--- src/design/seq_defs.svh ---
/*
 * register offsets, field positions, reset values and timing figures
 * of the conversion sequencer.
 * assumes a 10 MHz pclk; times are kept in ns and turned into cycles here.
 */
`ifndef SEQ_DEFS_SVH
`define SEQ_DEFS_SVH

// register byte offsets
`define OFS_CTRL 8'h00
`define OFS_CH0_SETUP 8'h04
`define OFS_CH1_SETUP 8'h08
`define OFS_LIVE 8'h0c
`define OFS_PSAVE 8'h10
`define OFS_IRQ_STAT 8'h14
`define OFS_IRQ_MASK 8'h18

// conversion_control fields
`define CTRL_EN_LSB 0
`define CTRL_EN_W 6
`define CTRL_MODE_LSB 6
`define CTRL_DRATE_LSB 8

// live_state_word fields
`define LIVE_DRDY_BIT 0
`define LIVE_BUSY_BIT 1
`define LIVE_MAINS_BIT 2
`define LIVE_IDX_LSB 4

// power_saving_setup width
`define PSAVE_W 5

// reset values
`define CTRL_RST 10'h000
`define CH_RATE_RST 3'h4
`define PSAVE_RST 5'h00

// clock period and documented times, ns
`define PCLK_NS 100
`define T_PWRUP_NS 100000
`define T_PIPE_9K6_NS 55000
`define T_PIPE_4K8_NS 81000
`define T_PIPE_20_NS 87000
`define T_PIPE_10_NS 5000000
`define T_CONV_9K6_NS 104170
`define T_CONV_4K8_NS 208330
`define T_CONV_1K2_NS 833330
`define T_CONV_20_NS 50000000
`define T_CONV_10_NS 100000000
`define T_SW_FAST_NS 24400
`define T_SW_20_NS 33600
`define T_SW_10_NS 5024000
`define T_RDY_NS 24000

// least times: round up to whole cycles
`define CYC_UP(t) (((t) + `PCLK_NS - 1) / `PCLK_NS)

`endif

--- src/design/seq_pkg.sv ---
/*
 * types of the conversion sequencer: rate and mode encodings, sequencer
 * states and the packed state record.
 * assumes seq_defs.svh is compiled alongside.
 */
package seq_pkg;

    typedef enum logic [2:0] {
        RATE_10,
        RATE_20,
        RATE_1K2,
        RATE_4K8,
        RATE_9K6
    } rate_e;

    typedef enum logic [1:0] {
        MODE_STOP,
        MODE_SINGLE,
        MODE_CONT,
        MODE_RSVD
    } mode_e;

    typedef enum logic [2:0] {
        ST_IDLE,
        ST_POWERUP,
        ST_PIPE,
        ST_SWITCH,
        ST_CONVERT
    } seq_e;

    typedef struct packed {
        seq_e st;
        logic [19:0] cnt;
        logic [2:0] idx;
        logic [5:0] en;
        mode_e mode;
        rate_e [1:0] ch_rate;
        rate_e diag_rate;
        logic [4:0] psave;
        logic adc_on;
        logic rdy_n;
        logic [7:0] rdy_cnt;
        logic drdy;
        logic [1:0] irq_stat;
        logic [1:0] irq_mask;
        logic irq;
        logic mains;
        logic busy;
        logic [31:0] prdata;
        logic pready;
        logic pslverr;
    } seq_state_s;

endpackage

--- src/design/adc_conversion_sequencer.sv ---
/*
 * conversion sequencer of the sigma-delta converter: rate selection,
 * input stepping, interval timing and the active-low ready pin, with an
 * apb register slave and a level interrupt.
 * assumes seq_defs.svh and seq_pkg are compiled first and that all inputs
 * are synchronous to pclk.
 */
// Local design decisions: the APB slave port and the address map.
`timescale 1ns/10ps
`include "seq_defs.svh"

// What this block does
// - five rates: 10, 20, 1.2k, 4.8k, 9.6k SPS
// - mains rejection only at 10 or 20 SPS
// - each channel has own rate in setup
// - one shared rate for all diagnostic inputs
// - timing runs off internal clock, not spi
// - 100 us power-up when converter was down
// - rate-dependent pipeline delay before first conversion
// - conversion time depends on selected rate
// - switch interval between inputs when several enabled
// - continuous repeats: switch plus conversion per input, conversion only with one input enabled
// - ready pin low at end of sequence
// - writing one to ready flag releases pin
// - continuous mode: pin releases after 24 us
// - control register write releases ready pin
// - diagnostic rate only 9.6k, 4.8k, 20 SPS
module adc_conversion_sequencer #(
    parameter int unsigned PIPE_10_CYC = `CYC_UP(`T_PIPE_10_NS),
    parameter int unsigned CONV_1K2_CYC = `CYC_UP(`T_CONV_1K2_NS),
    parameter int unsigned CONV_20_CYC = `CYC_UP(`T_CONV_20_NS),
    parameter int unsigned CONV_10_CYC = `CYC_UP(`T_CONV_10_NS),
    parameter int unsigned SW_10_CYC = `CYC_UP(`T_SW_10_NS)
)(
    // clock and reset
    input wire logic pclk,
    input wire logic presetn,
    // apb slave
    input wire logic psel,
    input wire logic penable,
    input wire logic pwrite,
    input wire logic [7:0] paddr,
    input wire logic [31:0] pwdata,
    output logic [31:0] prdata,
    output logic pready,
    output logic pslverr,
    // converter status
    output logic adc_rdy_n,
    output logic irq,
    output logic mains_reject,
    output logic converting,
    output logic [2:0] cur_input
);

    localparam logic [19:0] PWRUP_CYC = 20'(`CYC_UP(`T_PWRUP_NS));
    localparam logic [19:0] PIPE_9K6_CYC = 20'(`CYC_UP(`T_PIPE_9K6_NS));
    localparam logic [19:0] PIPE_4K8_CYC = 20'(`CYC_UP(`T_PIPE_4K8_NS));
    localparam logic [19:0] PIPE_20_CYC = 20'(`CYC_UP(`T_PIPE_20_NS));
    localparam logic [19:0] CONV_9K6_CYC = 20'(`CYC_UP(`T_CONV_9K6_NS));
    localparam logic [19:0] CONV_4K8_CYC = 20'(`CYC_UP(`T_CONV_4K8_NS));
    localparam logic [19:0] SW_FAST_CYC = 20'(`CYC_UP(`T_SW_FAST_NS));
    localparam logic [19:0] SW_20_CYC = 20'(`CYC_UP(`T_SW_20_NS));
    localparam logic [7:0] RDY_CYC = 8'(`CYC_UP(`T_RDY_NS));

    seq_pkg::seq_state_s q_r;
    seq_pkg::seq_state_s q_nxt;

    // counter load for a timed phase at a rate: its length in cycles minus one
    function automatic logic [19:0] dur(seq_pkg::seq_e ph,
                                        seq_pkg::rate_e r);
        logic [19:0] d;
        d = CONV_9K6_CYC;
        case (ph)
            seq_pkg::ST_PIPE:
            begin
                case (r)
                    seq_pkg::RATE_9K6: d = PIPE_9K6_CYC;
                    seq_pkg::RATE_20: d = PIPE_20_CYC;
                    seq_pkg::RATE_10: d = 20'(PIPE_10_CYC);
                    default: d = PIPE_4K8_CYC;
                endcase
            end
            seq_pkg::ST_SWITCH:
            begin
                case (r)
                    seq_pkg::RATE_20: d = SW_20_CYC;
                    seq_pkg::RATE_10: d = 20'(SW_10_CYC);
                    default: d = SW_FAST_CYC;
                endcase
            end
            default:
            begin
                case (r)
                    seq_pkg::RATE_9K6: d = CONV_9K6_CYC;
                    seq_pkg::RATE_4K8: d = CONV_4K8_CYC;
                    seq_pkg::RATE_1K2: d = 20'(CONV_1K2_CYC);
                    seq_pkg::RATE_20: d = 20'(CONV_20_CYC);
                    default: d = 20'(CONV_10_CYC);
                endcase
            end
        endcase
        return d - 20'd1;
    endfunction

    // inputs 0..1 are channels, 2..5 diagnostics sharing one rate
    function automatic seq_pkg::rate_e rate_of(seq_pkg::seq_state_s s,
                                               logic [2:0] i);
        seq_pkg::rate_e r;
        r = s.diag_rate;
        if (i < 3'd2)
            r = s.ch_rate[i[0]];
        return r;
    endfunction

    // lowest enabled input at or above a start index; msb says found
    function automatic logic [3:0] next_in(logic [5:0] m, logic [2:0] from);
        logic [3:0] res;
        res = 4'h0;
        for (int i = 5; i >= 0; i--)
        begin
            if (m[i] && 3'(i) >= from)
                res = {1'b1, 3'(i)};
        end
        return res;
    endfunction

    function automatic logic is_mains(seq_pkg::rate_e r);
        return r == seq_pkg::RATE_10 || r == seq_pkg::RATE_20;
    endfunction

    function automatic logic [31:0] rdata(logic [7:0] a,
                                          seq_pkg::seq_state_s s);
        logic [31:0] d;
        d = 32'h0;
        case (a)
            `OFS_CTRL:
                d = 32'({s.diag_rate == seq_pkg::RATE_20 ? 2'h2 :
                         s.diag_rate == seq_pkg::RATE_4K8 ? 2'h1 : 2'h0,
                         s.mode, s.en});
            `OFS_CH0_SETUP: d = 32'(s.ch_rate[0]);
            `OFS_CH1_SETUP: d = 32'(s.ch_rate[1]);
            `OFS_LIVE:
            begin
                d[`LIVE_DRDY_BIT] = s.drdy;
                d[`LIVE_BUSY_BIT] = s.busy;
                d[`LIVE_MAINS_BIT] = s.mains;
                d[`LIVE_IDX_LSB +: 3] = s.idx;
            end
            `OFS_PSAVE: d = 32'(s.psave);
            `OFS_IRQ_STAT: d = 32'(s.irq_stat);
            `OFS_IRQ_MASK: d = 32'(s.irq_mask);
            default: d = 32'h0;
        endcase
        return d;
    endfunction

    function automatic logic mapped(logic [7:0] a);
        return a == `OFS_CTRL || a == `OFS_CH0_SETUP ||
               a == `OFS_CH1_SETUP || a == `OFS_LIVE ||
               a == `OFS_PSAVE || a == `OFS_IRQ_STAT ||
               a == `OFS_IRQ_MASK;
    endfunction

    always_comb
    begin
        logic wr;
        logic seq_done;
        logic conv_done;
        logic multi;
        logic [3:0] nx;
        logic [3:0] first;
        logic [1:0] drate;
        q_nxt = q_r;
        wr = psel & penable & pwrite & q_r.pready;
        seq_done = 1'b0;
        conv_done = 1'b0;
        multi = (q_r.en & (q_r.en - 6'd1)) != 6'h0;
        nx = 4'h0;
        first = next_in(q_r.en, 3'd0);
        drate = pwdata[`CTRL_DRATE_LSB +: 2];

        // apb: answer prepared in setup, zero wait states
        q_nxt.pready = psel & ~penable;
        q_nxt.pslverr = psel & ~penable & ~mapped(paddr);
        if (psel & ~penable)
            q_nxt.prdata = rdata(paddr, q_r);

        // interval timer on pclk, not on the serial clock
        if (q_r.cnt != 20'h0)
            q_nxt.cnt = q_r.cnt - 20'd1;
        else
        begin
            case (q_r.st)
                seq_pkg::ST_IDLE:
                    q_nxt.st = seq_pkg::ST_IDLE;
                seq_pkg::ST_POWERUP:
                begin
                    q_nxt.adc_on = 1'b1;
                    q_nxt.st = seq_pkg::ST_PIPE;
                    q_nxt.cnt = dur(seq_pkg::ST_PIPE,
                                    rate_of(q_r, q_r.idx));
                end
                seq_pkg::ST_PIPE, seq_pkg::ST_SWITCH:
                begin
                    q_nxt.st = seq_pkg::ST_CONVERT;
                    q_nxt.cnt = dur(seq_pkg::ST_CONVERT,
                                    rate_of(q_r, q_r.idx));
                end
                seq_pkg::ST_CONVERT:
                begin
                    conv_done = 1'b1;
                    nx = next_in(q_r.en, q_r.idx + 3'd1);
                    if (nx[3])
                    begin
                        q_nxt.idx = nx[2:0];
                        q_nxt.st = seq_pkg::ST_SWITCH;
                        q_nxt.cnt = dur(seq_pkg::ST_SWITCH,
                                        rate_of(q_r, nx[2:0]));
                    end
                    else
                    begin
                        seq_done = 1'b1;
                        q_nxt.idx = first[2:0];
                        if (q_r.mode == seq_pkg::MODE_CONT)
                        begin
                            // repeats skip power-up and pipeline
                            q_nxt.st = multi ? seq_pkg::ST_SWITCH :
                                seq_pkg::ST_CONVERT;
                            q_nxt.cnt = dur(q_nxt.st,
                                            rate_of(q_r, first[2:0]));
                        end
                        else
                        begin
                            q_nxt.st = seq_pkg::ST_IDLE;
                            q_nxt.mode = seq_pkg::MODE_STOP;
                        end
                    end
                end
                default:
                    q_nxt.st = seq_pkg::ST_IDLE;
            endcase
        end

        // auto release only in continuous mode
        if (!q_r.rdy_n && q_r.mode == seq_pkg::MODE_CONT)
        begin
            if (q_r.rdy_cnt >= RDY_CYC - 8'd1)
                q_nxt.rdy_n = 1'b1;
            else
                q_nxt.rdy_cnt = q_r.rdy_cnt + 8'd1;
        end

        if (wr)
        begin
            case (paddr)
                `OFS_CTRL:
                begin
                    q_nxt.rdy_n = 1'b1;
                    q_nxt.en = pwdata[`CTRL_EN_LSB +: `CTRL_EN_W];
                    q_nxt.mode = seq_pkg::mode_e'(pwdata[`CTRL_MODE_LSB +: 2]);
                    // unsupported diagnostic codes keep the old rate
                    if (drate == 2'h0)
                        q_nxt.diag_rate = seq_pkg::RATE_9K6;
                    else if (drate == 2'h1)
                        q_nxt.diag_rate = seq_pkg::RATE_4K8;
                    else if (drate == 2'h2)
                        q_nxt.diag_rate = seq_pkg::RATE_20;
                    first = next_in(q_nxt.en, 3'd0);
                    q_nxt.idx = first[2:0];
                    if (q_nxt.mode == seq_pkg::MODE_SINGLE ||
                        q_nxt.mode == seq_pkg::MODE_CONT)
                    begin
                        if (!first[3])
                        begin
                            q_nxt.st = seq_pkg::ST_IDLE;
                            q_nxt.cnt = 20'h0;
                        end
                        else if (!q_r.adc_on)
                        begin
                            q_nxt.st = seq_pkg::ST_POWERUP;
                            q_nxt.cnt = PWRUP_CYC - 20'd1;
                        end
                        else
                        begin
                            q_nxt.st = seq_pkg::ST_PIPE;
                            q_nxt.cnt = dur(seq_pkg::ST_PIPE,
                                            rate_of(q_nxt, first[2:0]));
                        end
                    end
                    else
                    begin
                        q_nxt.mode = seq_pkg::MODE_STOP;
                        q_nxt.st = seq_pkg::ST_IDLE;
                        q_nxt.cnt = 20'h0;
                    end
                end
                `OFS_CH0_SETUP, `OFS_CH1_SETUP:
                begin
                    // codes above the five rates are ignored
                    if (pwdata[2:0] <= 3'(seq_pkg::RATE_9K6))
                        q_nxt.ch_rate[paddr[3]] =
                            seq_pkg::rate_e'(pwdata[2:0]);
                end
                `OFS_LIVE:
                begin
                    if (pwdata[`LIVE_DRDY_BIT])
                    begin
                        q_nxt.drdy = 1'b0;
                        q_nxt.rdy_n = 1'b1;
                    end
                end
                `OFS_PSAVE:
                begin
                    // no interlock against writes mid-sequence
                    q_nxt.psave = pwdata[`PSAVE_W-1:0];
                    if (pwdata[`PSAVE_W-1:0] != 5'h0)
                        q_nxt.adc_on = 1'b0;
                end
                `OFS_IRQ_STAT:
                    q_nxt.irq_stat = q_r.irq_stat & ~pwdata[1:0];
                `OFS_IRQ_MASK:
                    q_nxt.irq_mask = pwdata[1:0];
                default:
                    q_nxt.irq_mask = q_nxt.irq_mask;
            endcase
        end

        // hardware events win over any clear in the same cycle
        if (seq_done)
        begin
            q_nxt.rdy_n = 1'b0;
            q_nxt.rdy_cnt = 8'h0;
            q_nxt.drdy = 1'b1;
            q_nxt.irq_stat[0] = 1'b1;
        end
        if (conv_done)
            q_nxt.irq_stat[1] = 1'b1;

        q_nxt.irq = |(q_nxt.irq_stat & q_nxt.irq_mask);
        q_nxt.busy = q_nxt.st != seq_pkg::ST_IDLE;
        q_nxt.mains = q_nxt.busy &&
            is_mains(rate_of(q_nxt, q_nxt.idx));
    end

    always_ff @(posedge pclk or negedge presetn)
    begin
        if (!presetn)
        begin
            q_r <= '{st: seq_pkg::ST_IDLE, cnt: 20'h0, idx: 3'h0,
                     en: 6'h0, mode: seq_pkg::MODE_STOP,
                     ch_rate: {seq_pkg::RATE_9K6, seq_pkg::RATE_9K6},
                     diag_rate: seq_pkg::RATE_9K6, psave: `PSAVE_RST,
                     adc_on: 1'b0, rdy_n: 1'b1, rdy_cnt: 8'h0,
                     drdy: 1'b0, irq_stat: 2'h0, irq_mask: 2'h0,
                     irq: 1'b0, mains: 1'b0, busy: 1'b0,
                     prdata: 32'h0, pready: 1'b0, pslverr: 1'b0};
        end
        else
        begin
            q_r <= q_nxt;
        end
    end

    assign prdata = q_r.prdata;
    assign pready = q_r.pready;
    assign pslverr = q_r.pslverr;
    assign adc_rdy_n = q_r.rdy_n;
    assign irq = q_r.irq;
    assign mains_reject = q_r.mains;
    assign converting = q_r.busy;
    assign cur_input = q_r.idx;

endmodule

--- config.mk ---
export PLATFORM = sky130hd
export DESIGN_NAME = adc_conversion_sequencer
export DESIGN_NICKNAME = d
export VERILOG_FILES = /design/src/design/seq_pkg.sv /design/src/design/adc_conversion_sequencer.sv
export VERILOG_INCLUDE_DIRS = /design/src /design/src/design
export SDC_FILE = /design/constraint.sdc
export NUM_CORES = 1
export LEC_CHECK = 0
export BUFFER_PORTS_ARGS = -buffer_cell sky130_fd_sc_hd__buf_2
export CAP_MARGIN = 5
export CORE_MARGIN = 4
export CORE_UTILIZATION = 63
export CTS_BUF_LIST = sky130_fd_sc_hd__clkbuf_16
export CTS_CLUSTER_DIAMETER = 80
export DETAILED_ROUTE_END_ITERATION = 6
export GPL_TIMING_DRIVEN = 0
export PLACE_DENSITY_LB_ADDON = 0.3
export SLEW_MARGIN = 30
export SYNTH_ARGS = -nofsm -noshare
export SYNTH_HDL_FRONTEND = slang
export SYNTH_SLANG_ARGS = --single-unit
--- constraint.sdc ---
create_clock -name pclk -period 8.8 [get_ports pclk]
set_input_delay 0.88 -clock pclk [delete_from_list [all_inputs] [get_ports pclk]]
set_output_delay 0.88 -clock pclk [all_outputs]
set_load 0.01 [all_outputs]
* After elaboration in Yosys (flattened, before gate mapping) *
Cells that the tools add are included.

cells by class
  add/sub/neg operators = 9
  multipliers = 0
  divide/modulo/power cells = 0
  $lt $le $gt $ge = 20
  equality and inequality tests = 34
  shifts and indexed selects = 0
  multiplexer cells = 134
  bitwise logic cells = 11
  reductions and logical operators = 40

operators with widths
  cell                                                                   count
  20-bit 2-to-1 mux                                                      18
  20-bit case mux with 4 select lines                                    2
  3-bit 2-to-1 mux                                                       48
  16-bit case mux with 3 select lines                                    3
  20-bit by 1-bit subtractor with 20-bit output, second input constant   6
  22-bit 2-to-1 mux                                                      3
  4-bit 2-to-1 mux                                                       16
  16-bit case mux with 2 select lines                                    2
  20-bit case mux with 3 select lines                                    1
  50-bit 2-to-1 mux                                                      1
  20-bit case mux with 2 select lines                                    1
  34-bit 2-to-1 mux                                                      1
  3-bit by 2-bit equality test with 1-bit output, second input constant  9
  26-bit 2-to-1 mux                                                      1
  3-bit by 1-bit equality test with 1-bit output, second input constant  8
  8-bit by 5-bit equality test with 1-bit output, second input constant  3
  3-bit case mux with 7 select lines                                     1
  20-bit nonzero test                                                    1
  6-bit 2-to-1 mux                                                       3
  3-bit case mux with 3 select lines                                     2
  8-bit by 4-bit equality test with 1-bit output, second input constant  2
  2-bit 2-to-1 mux                                                       8
  3-bit equality test, second input constant                             5
  3-bit logical NOT                                                      5
  40 further kinds                                                       98

storage, ports and cells
  bits in registers = 100
  latch bits = 0
  memory bits (writable) = 0
  bits in read-only memories = 0
  output and inout port bits = 41
  memories = 0

* Depth between registers and ports, before layout *
Gate-level depths: netlist of run 1.

  depth after elaboration = 35
  mapped depth = 13
  gate-level depth less buffers = 11

* Worst setup path after synthesis of run 1 *
Ideal clock, no wire load.

  path kind = in2reg
  start = input paddr[0]
  end = register q_r (netlist bit mains_reject)
  arrival time = 2.802 ns
  required time = 8.664 ns
  setup slack = 5.862 ns
  cell stages on the path = 8
  buffers on the path = 1
  cell sequence = or4_1 -> or2_1 -> nor2_4 -> nand2_2 -> buf_2 -> a311oi_1 -> nand3_1 -> a21boi_1

RTL lines
  what                    line                             source
  start: declaration      adc_conversion_sequencer.sv:42   input wire logic [7:0] paddr,
  end signal: assignment  adc_conversion_sequencer.sv:349  q_r <= '{st: seq_pkg::ST_IDLE, cnt: 20'h0, idx: 3'h0,
  end signal: assignment  adc_conversion_sequencer.sv:360  q_r <= q_nxt;
  end: declaration        adc_conversion_sequencer.sv:65   seq_pkg::seq_state_s q_r;

==> results of run 1 <==
==> stage by stage <==
step / worst slack, ns / total power [uW] / hold slack, ns / util (%)
global placement: 5.057 / 536.2 / 0.4553 / 69.53
detailed placement: 5.087 / 541.0 / 0.4580 / 69.85
global route: 5.184 / 924.8 / 0.5048 / 72.82
finish: 5.250 / 896.0 / 0.4663 / 72.82
CTS: 5.373 / 891.4 / 0.4714 / 72.82
floorplan: 5.862 / 501.1 / 0.4400 / -
==> sequential cells by signal, indices dropped and copies added, names as in the netlist <==
register / cells
prdata: 10
pslverr: 1
cur_input: 3
converting: 1
mains_reject: 1
irq: 1
q_r: 59
adc_rdy_n: 1
pready: 1
==> worst max-delay path: stages, from the launching register on <==
cell	delay (ns)
dfrtp_1	0.58
inv_1	0.09
ha_1	0.38
a21o_1	0.27
a2111oi_4	0.45
o211ai_1	0.42
nor2_1	0.50
a211o_1	0.24
o211ai_1	0.13
nand3_1	0.22
a21boi_1	0.21
==> metal layers <==
layer  up-vias  GRT usage [%]
li1       2782              -
met1      2887          49.82
met2       435          53.51
met3        75          8.145
met4         0          13.97
met5         -              0
==> kinds of logic after synthesis <==
group,Yosys count
and+or+nand+nor,290
xor gates and xnor gates,30
muxes,23
buffers and inverters,95
DFF,78
other,1
AOI/OAI and AO/OA,207
adders and majority gates,10
==> cell usage after synthesis (7+ instances only) <==
cell / number / area, sq um
a211oi_1: 14 / 105.1
a21o_1: 8 / 60.06
a21oi_1: 42 / 210.2
a221oi_1: 7 / 61.31
a31oi_1: 8 / 50.05
buf_2: 17 / 85.08
buf_4: 35 / 262.8
clkbuf_1: 20 / 75.07
dfrtp_1: 74 / 1852
ha_1: 9 / 112.6
inv_1: 19 / 71.32
mux2_2: 9 / 101.4
mux2i_1: 13 / 130.1
nand2_1: 84 / 315.3
nand2b_1: 10 / 62.56
nand3_1: 19 / 95.09
nand4_1: 9 / 56.30
nor2_1: 74 / 277.8
nor3_1: 28 / 140.1
nor4_1: 9 / 56.30
o211ai_1: 7 / 52.55
o21ai_0: 41 / 205.2
o21ai_1: 7 / 35.03
o22ai_1: 8 / 50.05
o31ai_1: 8 / 60.06
or3_1: 9 / 56.30
xnor2_1: 18 / 157.7
xor2_1: 12 / 105.1
==> where the power goes <==
group,switching (uW),internal [uW],total [uW]
Sequential,36.3,381,418
Combinational,64.6,58.9,124
Clock,163,192,355
Total,264,632,896
==> path summary, 6_finish.rpt <==
kind	start	to	cells past startpoint
max	cur_input[1]	mains_reject	10
min	presetn	pslverr	1
max reg2reg	cur_input[1]	mains_reject	10
min reg2reg	prdata[7]	prdata[7]	2
max in group asynchronous	presetn	q_r[59]	2
min in group pclk	prdata[7]	prdata[7]	2
==> layout make-up <==
cell class	instances	area [sq um]	share of cell area [%]
multi-input combinational	582	3617	53.51
clock buffer	9	225.2	3.331
buffer	76	452.9	6.700
tap	129	161.4	2.388
inverter	19	71.32	1.055
timing repair buffer	40	225.2	3.331
sequential	78	1957	28.95
clock inverter	7	50.05	0.7403
==> flow_metrics.tcl, run 1 <==
set metrics [dict create \
    status "finished clean" \
    grt_start_max_net_pins 48 \
    cts-root-buf "clkbuf_16" \
    wl_met2_um 8611 \
    fp.dieW_um 105.8 \
    synth_mux_area_share_pct 4.219 \
    cp-end-kind "flop" \
    drt_iter0_drc 748 \
    routed_via_density 6.573 \
    drv_cap 0 \
    mostFrequentLayoutCells "84 x nand2_1, 74 x nor2_1, 74 x dfrtp_1, 55 x buf_2, 42 x a21oi_1" \
    cts_made_buffers 9 \
    antenna_found_initial 0 \
    instances_no_fill 940 \
    clkSinkCount 78 \
    diodes 0 \
    start_util_pct 64.84 \
    hold_violations 0 \
    rows 35 \
    tns_ns 0 \
    grt_overflow 0 \
    dp.cells 924 \
    clkLatencyLatePin_ns 0.35 \
    synth_compound_area_share_pct 23.67 \
    hpwl_um 14600 \
    yosys.area_share.simple_pct 24.42 \
    gp_congestion 1.015 \
    critical_path_peak_fanout 9 \
    track_usage_pct 35.60 \
    synth_top_family_by_area "simple AND/OR/NAND/NOR gates" \
    fin_crit_ns 3.550 \
    drc 0 \
    post_cts_buffers 0 \
    dieArea_sq_um 11180 \
    cts_max_level 3 \
    synthArstFlopShare_pct 100.0 \
    top_level_ports 86 \
    clock_skew_ns 0.01100 \
    start_kind "flop" \
    drt-met1-wl_um 7937 \
    cts_resized 0 \
    cts_tree "done" \
    synthDistinctLibCells 89 \
    post-route-period-util_pct 40.35 \
    path_class "reg -> reg" \
    cts_max_path_buffers 2 \
    p_leak_uw 0.002955 \
    post_drt_wl_per_cell_um 20.98 \
    ir_worst_vdd_mv 0.1083 \
    top_layer "met4" \
    max_freq_mhz 281.7 \
    drt_pass1_iterations 5 \
    grt_pass1_wl_um 31430 \
    worst_hold_path_type "in -> async" \
    dr_wl_met3_um 2486 \
    postCtsHoldBufs 0 \
    drive_gt1_share_pct 18.87 \
    ys_seq_area_share_pct 32.51 \
    tightestPinTransition_ns 0.9637 \
    postSynthCellCount 734 \
    io_buffers 39 \
    area_delta_synth_final_pct 12.31 \
    cp.required_ns 9.06 \
    synth.avg_cell_area_sq_um 8.201 \
    synthAdderAreaFrac_pct 2.037 \
    dieHeight_um 105.8 \
    rrSetupSlack_ns 5.25 \
    path_clk_slew_ns 0.07 \
    slew_viol_final 0 \
    core-area_sq_um 9284 \
    finalSetupViolations 0 \
    slew_headroom_pct 35.63 \
    synth.cell_area_sq_um 6020 \
    crit_arrival_ns 3.81 \
    rsz0062_at_grt "false" \
    final_cell_area_sq_um 6760 \
    ys.flop_type "dfrtp_1" \
    synthXorXnorAreaFrac_pct 4.365 \
    synth_seq_cells 78 \
    ant_nets 0 \
    placed_area_sq_um 6485 \
    p_per_area_nw_per_um2 132.5 \
    final_common_cell "nand2_1" \
    drt_wl_total_um 19720 \
    vias 6179 \
    synth_edf_count 0 \
    finalNetCount 860 \
    fill_cells 742 \
    grt_pass1_vias 5931 \
    yosys_warnings 0 \
]
No activity file was read; power rests on OpenSTA's default activity.
==> run 2: changes to the inputs <==
--- a/config.mk
+++ b/config.mk
@@ -6,10 +6,11 @@
 export SDC_FILE = /design/constraint.sdc
 export NUM_CORES = 1
 export LEC_CHECK = 0
+export ABC_AREA = 1
 export BUFFER_PORTS_ARGS = -buffer_cell sky130_fd_sc_hd__buf_2
 export CAP_MARGIN = 5
 export CORE_MARGIN = 4
-export CORE_UTILIZATION = 63
+export CORE_UTILIZATION = 59
 export CTS_BUF_LIST = sky130_fd_sc_hd__clkbuf_16
 export CTS_CLUSTER_DIAMETER = 80
 export DETAILED_ROUTE_END_ITERATION = 6
==> constraint.sdc (replaced) <==
create_clock -name pclk -period 3.6 [get_ports pclk]
set_input_delay 0.36 -clock pclk [delete_from_list [all_inputs] [get_ports pclk]]
set_output_delay 0.36 -clock pclk [all_outputs]
set_load 0.01 [all_outputs]
==> run 2 against run 1 <==
Against the previous run: register-to-register slack worse by 4.5 ns; routed wire length down 13%; via count up 2.8%; highest routed layer unchanged; largest power group unchanged; critical path depth up 7; clock skew down 0.0015 ns; worst hold slack worse by 0.18 ns; count of clock-buffer cells in the layout unchanged; cell count up 17%; synthesized cell count up 21%; worst setup slack worse by 4.5 ns; non-clock buffer count down 26.
==> flow_metrics.tcl, run 2 <==
set metrics [dict create \
    status "finished clean" \
    path_buf_inv 2 \
    area_delta_synth_final_pct 12.65 \
    finalSetupViolations 0 \
    dieHeight_um 109.7 \
    synth.cell_area_sq_um 6101 \
    cts_resized 0 \
    synth_edf_count 0 \
    synth_area_leaders "dfrtp_1 30%, nand2_1 13%, inv_1 7.4%, nand3_1 5.2%, o21ai_0 4.8%" \
    grt_start_max_net_pins 45 \
    ant_nets 0 \
    synth_mux_area_share_pct 0.4922 \
    power_frac_clock_pct 40.7 \
    final_common_cell "nand2_1" \
    clock_skew_ns 0.009523 \
    io_buffers 41 \
    gp_congestion 1.037 \
    yosys.area.top_type "dfrtp_1" \
    reg2reg_from "cur_input[1]" \
    regMostFlops "q_r" \
    cpPeakStageDelay_ns 0.47 \
    synthArstFlopShare_pct 100.0 \
    ir_worst_vdd_mv 0.2567 \
    synthXorXnorAreaFrac_pct 1.579 \
    rrSetupSlack_ns 0.74 \
    dieArea_sq_um 12030 \
    max_freq_mhz 350.1 \
    ys_seq_area_share_pct 32.08 \
    routed_via_density 5.772 \
    synth_top_family_by_area "simple AND/OR/NAND/NOR gates" \
    ys.flop_type "dfrtp_1" \
    slew_headroom_pct 48.71 \
    drt_wl_total_um 17090 \
    drc 0 \
    hpwl_um 13090 \
    place_worst_setup_slack_ns 0.8680 \
    post_cts_buffers 0 \
    fin_ws_ns 0.7436 \
    synth_compound_area_share_pct 18.13 \
    cts_max_level 3 \
    cp_top_family "simple AND/OR/NAND/NOR gates" \
    crit_arrival_ns 3.09 \
    drt_iter0_drc 731 \
    path_class "reg -> reg" \
    clkSinkCount 78 \
    synthAdderAreaFrac_pct 1.846 \
    antenna_found_initial 0 \
    grt_pass1_wl_um 28260 \
    yosysTopAreaCellShare_pct 30.35 \
    hold_violations 0 \
    internal-power_uw 1513 \
    core-area_sq_um 9910 \
    drt_pass1_iterations 6 \
    drt-met1-wl_um 7215 \
    slowest_stage "dfrtp_1" \
    top_level_ports 86 \
    yosys_warnings 0 \
    cts_max_path_buffers 2 \
    post-route-period-util_pct 79.35 \
    mostFrequentLayoutCells "212 x nand2_1, 121 x inv_1, 74 x dfrtp_1, 73 x nor2_1, 63 x nand3_1" \
    worstHoldStart "pwdata[2]" \
    grt_overflow 0 \
    critical_path_peak_fanout 10 \
    power.net_switching_uw 647.3 \
    min_to "q_r[70]" \
    top_layer "met4" \
    start_util_pct 61.57 \
    p_sw_share_pct 29.96 \
    finalNetCount 1017 \
    wl_met2_um 7416 \
    slew_viol_final 0 \
    instances_no_fill 1101 \
    holdWs_ns 0.2838 \
    dr_wl_met3_um 2023 \
    hold_depth 3 \
    tightestPinTransition_ns 0.7623 \
    worst_hold_path_type "in -> reg" \
    synth_seq_cells 78 \
    worst_path_most_repeated_cell "nand2_1" \
    cts_made_buffers 9 \
    path_clk_slew_ns 0.07 \
    synthDistinctLibCells 61 \
    drive_gt1_share_pct 17.77 \
    cp.required_ns 3.84 \
    drv_cap 0 \
    grt_pass1_vias 5681 \
    fp.dieW_um 109.7 \
    tns_ns 0 \
    vias 6355 \
    largest_reg_flops 59 \
    pwr-share-seq_pct 45.8 \
    post_drt_wl_per_cell_um 15.52 \
    synth.avg_cell_area_sq_um 6.870 \
    yosys.area_share.simple_pct 31.60 \
    diodes 0 \
    fin_crit_ns 2.856 \
    rsz0062_at_grt "false" \
    rows 36 \
    dp.cells 1084 \
    clkLatencyLatePin_ns 0.35 \
    p_per_area_nw_per_um2 314.4 \
    synth_most_common_cell "nand2_1" \
    postCtsHoldBufs 1 \
    cts_tree "done" \
    postSynthCellCount 888 \
    track_usage_pct 30.20 \
    worstPathCellList "inv_1 -> ha_1 -> a21oi_2 -> nand2_1 -> nand2_1 -> nand2_1 -> nor3_2 -> buf_6 -> nand3_1 -> nand2_1 -> nand2_1 -> o211ai_1 -> nand2_1 -> o21ai_1 -> o21ai_1 -> nand2_1 -> a21oi_2" \
    p_leak_uw 0.003424 \
    cts-root-buf "clkbuf_16" \
    cp-end-kind "flop" \
    reg2reg_to "mains_reject" \
    rr_worst_depth 17 \
    synth_common_cells "212 x nand2_1, 121 x inv_1, 74 x dfrtp_1, 73 x nor2_1, 63 x nand3_1" \
    start_kind "flop" \
    pwr-share-comb_pct 13.5 \
    postLayoutCoreUtil_pct 69.36 \
]
-- run 2: cell types whose count changed in the layout (fill, tap and decap cells not counted), moves of 14 or more --
| cell | delta |
|---|---|
| nand3_1 | +44 |
| inv_2 | +16 |
| o21ai_0 | +18 |
| nor3_1 | -14 |
| clkbuf_1 | -17 |
| xnor2_1 | -17 |
| inv_1 | +101 |
| nand2_1 | +128 |
-- run 2: kinds of logic after synthesis --
family / after synthesis
buf+inv: 188
compound gates: 181
flops: 78
mux: 3
fa+ha+maj: 9
other cells: 1
simple gates: 417
xor+xnor: 11
-- run 2: how the worst max path moves through the flow --
| stage | cells after the start | startpoint | end | slack, ns |
|---|---|---|---|---|
| 5_1_grt | 17 | q_r[62] | q_r[82] | 0.44 |
| 3_5_place_dp | 18 | cur_input[0] | q_r[79] | 0.87 |
| 4_1_cts | 17 | cur_input[1] | mains_reject | 0.82 |
| 6_report | 17 | cur_input[1] | mains_reject | 0.74 |
| 3_3_place_gp | 18 | cur_input[0] | q_r[79] | 0.90 |
| 2_1_floorplan | 18 | cur_input[0] | q_r[79] | 1.27 |
-- run 2: power by group through the flow --
stage	Clock, uW	Combinational, uW	Sequential (uW)
3_5_place_dp	0	284	1000
2_1_floorplan	0	200	982
3_3_place_gp	0	275	1000
5_1_grt	921	330	995
4_1_cts	880	288	986
6_report	879	292	990
-- run 2: layout make-up --
cell class                      count  area [sq um]
Inverter                          141         535.5
Timing Repair Buffer               43         245.2
Multi-Input combinational cell    643          3356
Tap cell                          133         166.4
Clock buffer                        9         225.2
Fill cell                         921          3037
Sequential cell                    78          1957
Clock inverter                      7         56.30
Buffer                             47         331.6
-- run 2: per-stage QoR --
| stage | total power, uW | instance area [sq um] |
|---|---|---|
| after floorplan | 1182 | 6180 |
| after global routing | 2247 | 6873 |
| final | 2161 | 6873 |
| after detailed placement | 1287 | 6581 |
| after global placement | 1277 | 6551 |
| after CTS | 2153 | 6873 |
-- run 2: worst register-to-register path, cell delays in order, from the launching register on --
cell and delay [ns]:
dfrtp_1 0.47, inv_1 0.16, ha_1 0.36, a21oi_2 0.21, nand2_1 0.07, nand2_1 0.07, nand2_1 0.12, nor3_2 0.28
buf_6 0.19, nand3_1 0.12, nand2_1 0.10, nand2_1 0.07, o211ai_1 0.08, nand2_1 0.11, o21ai_1 0.12, o21ai_1 0.10
nand2_1 0.08, a21oi_2 0.03
-- run 2: metal layers --
| layer | track usage (%) | vias to the layer above |
|---|---|---|
| li1 | - | 3014 |
| met1 | 44.01 | 2896 |
| met2 | 45.34 | 395 |
| met3 | 5.931 | 50 |
| met4 | 9.261 | 0 |
| met5 | 0 | - |
==> run 3: changes to the inputs <==
--- a/config.mk
+++ b/config.mk
@@ -6,11 +6,11 @@
 export SDC_FILE = /design/constraint.sdc
 export NUM_CORES = 1
 export LEC_CHECK = 0
-export ABC_AREA = 1
+export ABC_AREA = 0
 export BUFFER_PORTS_ARGS = -buffer_cell sky130_fd_sc_hd__buf_2
 export CAP_MARGIN = 5
 export CORE_MARGIN = 4
-export CORE_UTILIZATION = 59
+export CORE_UTILIZATION = 53
 export CTS_BUF_LIST = sky130_fd_sc_hd__clkbuf_16
 export CTS_CLUSTER_DIAMETER = 80
 export DETAILED_ROUTE_END_ITERATION = 6
==> constraint.sdc (replaced) <==
create_clock -name pclk -period 2.3 [get_ports pclk]
set_input_delay 0.23 -clock pclk [delete_from_list [all_inputs] [get_ports pclk]]
set_output_delay 0.23 -clock pclk [all_outputs]
set_load 0.01 [all_outputs]
==> run 3 against run 2 <==
Against the previous run: the flow now finishes with violations (negative setup slack); clock skew fell by 0.0024 ns; register-to-register slack got worse by 1.4 ns; sequential power up 65%; critical path type unchanged.
==> flow_metrics.tcl, run 3 (synthesis results as in run 1) <==
set metrics [dict create \
    status "finished with violations" \
    violations "negative setup slack" \
    ir_worst_vdd_mv 0.4209 \
    path_buf_inv 2 \
    routed_via_density 6.528 \
    start_util_pct 54.81 \
    drive_gt1_share_pct 38.48 \
    post-route-period-util_pct 130.0 \
    slew_viol_final 0 \
    top_level_ports 86 \
    gp_congestion 0.9934 \
    finalSetupViolations 48 \
    core-area_sq_um 10980 \
    start_kind "flop" \
    clkSinkCount 78 \
    fin_crit_ns 2.990 \
    hold_depth 3 \
    path_clk_slew_ns 0.06 \
    grt_pass1_vias 6080 \
    cts_max_level 3 \
    drt_wl_total_um 22800 \
    p_leak_uw 0.003644 \
    hold_violations 0 \
    drc 0 \
    p_per_area_nw_per_um2 425.4 \
    cpPeakStageDelay_ns 0.55 \
    final_common_cell "buf_4" \
    rsz0062_at_grt "true" \
    instances_no_fill 1035 \
    cp.required_ns 2.53 \
    placed_area_sq_um 6584 \
    area_delta_synth_final_pct 41.03 \
    critical_path_peak_fanout 7 \
    path_class "reg -> reg" \
    fp.dieW_um 114.6 \
    worstHoldStart "pwdata[5]" \
    dieHeight_um 114.6 \
    min_to "q_r[73]" \
    regMostFlops "q_r" \
    rr_worst_depth 10 \
    reg2reg_from "cur_input[0]" \
    vias 6756 \
    slew_headroom_pct 26.80 \
    io_buffers 39 \
    largest_reg_flops 59 \
    grt_pass1_wl_um 33330 \
    post_drt_wl_per_cell_um 22.03 \
    track_usage_pct 32.87 \
    fin_ws_ns -0.6898 \
    max_freq_mhz 334.5 \
    mostFrequentLayoutCells "92 x buf_4, 79 x nand2_1, 71 x dfrtp_1, 60 x nor2_1, 47 x buf_2" \
    cts_made_buffers 9 \
    slowest_stage "or4_1" \
    finalNetCount 943 \
    clock_skew_ns 0.007139 \
    grt_start_max_net_pins 53 \
    holdWs_ns 0.1685 \
    rrSetupSlack_ns -0.69 \
    antenna_found_initial 1 \
    cts_tree "done" \
    worst_hold_path_type "in -> reg" \
    drv_cap 0 \
    drt_pass1_iterations 6 \
    grt_overflow 0 \
    ant_nets 0 \
    crit_arrival_ns 3.22 \
    reg2reg_to "q_r[82]" \
    cts_max_path_buffers 2 \
    cp_top_family "compound AO/OA/AOI/OAI gates" \
    hpwl_um 14660 \
    rows 38 \
    dp.cells 935 \
    cp-end-kind "flop" \
    final_cell_area_sq_um 8489 \
    clkLatencyLatePin_ns 0.35 \
    dieArea_sq_um 13130 \
    drt_iter0_drc 846 \
    cts-root-buf "clkbuf_16" \
    worstPathCellList "buf_6 -> ha_4 -> and2_1 -> a2111oi_4 -> o211ai_1 -> buf_4 -> or4_1 -> a211o_1 -> o2111ai_2 -> a21oi_2" \
    tightestPinTransition_ns 1.090 \
]
==> run 3: worst max path at each step <==
stage | from | end | slack, ns | depth (start not counted)
CTS | q_r[71] | q_r[82] | -0.71 | 13
finish | cur_input[0] | q_r[82] | -0.69 | 10
global route | q_r[70] | q_r[82] | -0.77 | 13
detailed placement | q_r[78] | q_r[79] | -0.98 | 9
global placement | q_r[78] | q_r[79] | -0.97 | 9
floorplan | q_r[71] | q_r[82] | -0.49 | 12
==> run 3: worst min-delay path, cell delays in order <==
cell and delay, ns:
buf_2 0.14, nand2_1 0.06, nand2_1 0.05
==> run 3: metrics by stage <==
stage          setup WS [ns]  util (%)  setup TNS, ns  power, uW
6_report             -0.6898     77.30         -16.26       3611
3_3_place_gp         -0.9690     59.64         -36.83       2059
4_1_cts              -0.7123     71.01         -10.77       3546
5_1_grt              -0.7717     77.30         -18.76       3731
2_1_floorplan        -0.4883         -         -2.306       1919
3_5_place_dp         -0.9794     59.95         -36.43       2081
==> run 3: layout make-up <==
type / count / area [sq um]
multi-input cells: 582 / 4354
fillers: 749 / 2494
flip-flops and latches: 78 / 1961
repair buffers: 126 / 1075
plain buffers: 73 / 560.5
clock buffers: 9 / 225.2
well taps: 140 / 175.2
inverters: 19 / 71.32
clock inverters: 7 / 65.06
diodes: 1 / 2.502
==> run 3: what timing repair did <==
item,4_1_cts,5_1_grt
hold buffers,1,0
gates cloned,3,1
buffers inserted,38,45
hold endpoints to repair,26,0
resized for setup,132,73
setup endpoints to repair,51,54
pin swaps,40,45
==> run 3: power breakdown <==
part / internal, uW / switching (uW) / leakage, uW
logic: 260 / 285 / 0.00254
clock network: 835 / 601 / 0.000148
registers: 1460 / 172 / 0.000960
total: 2550 / 1060 / 0.00364
==> run 3: routing by layer <==
layer	track usage, %	vias up	routed length [um]
met3	8.404	86	2551
met5	0	-	0
met2	49.44	451	10210
met4	11.01	0	765
met1	46.12	3263	9274
li1	-	2956	-
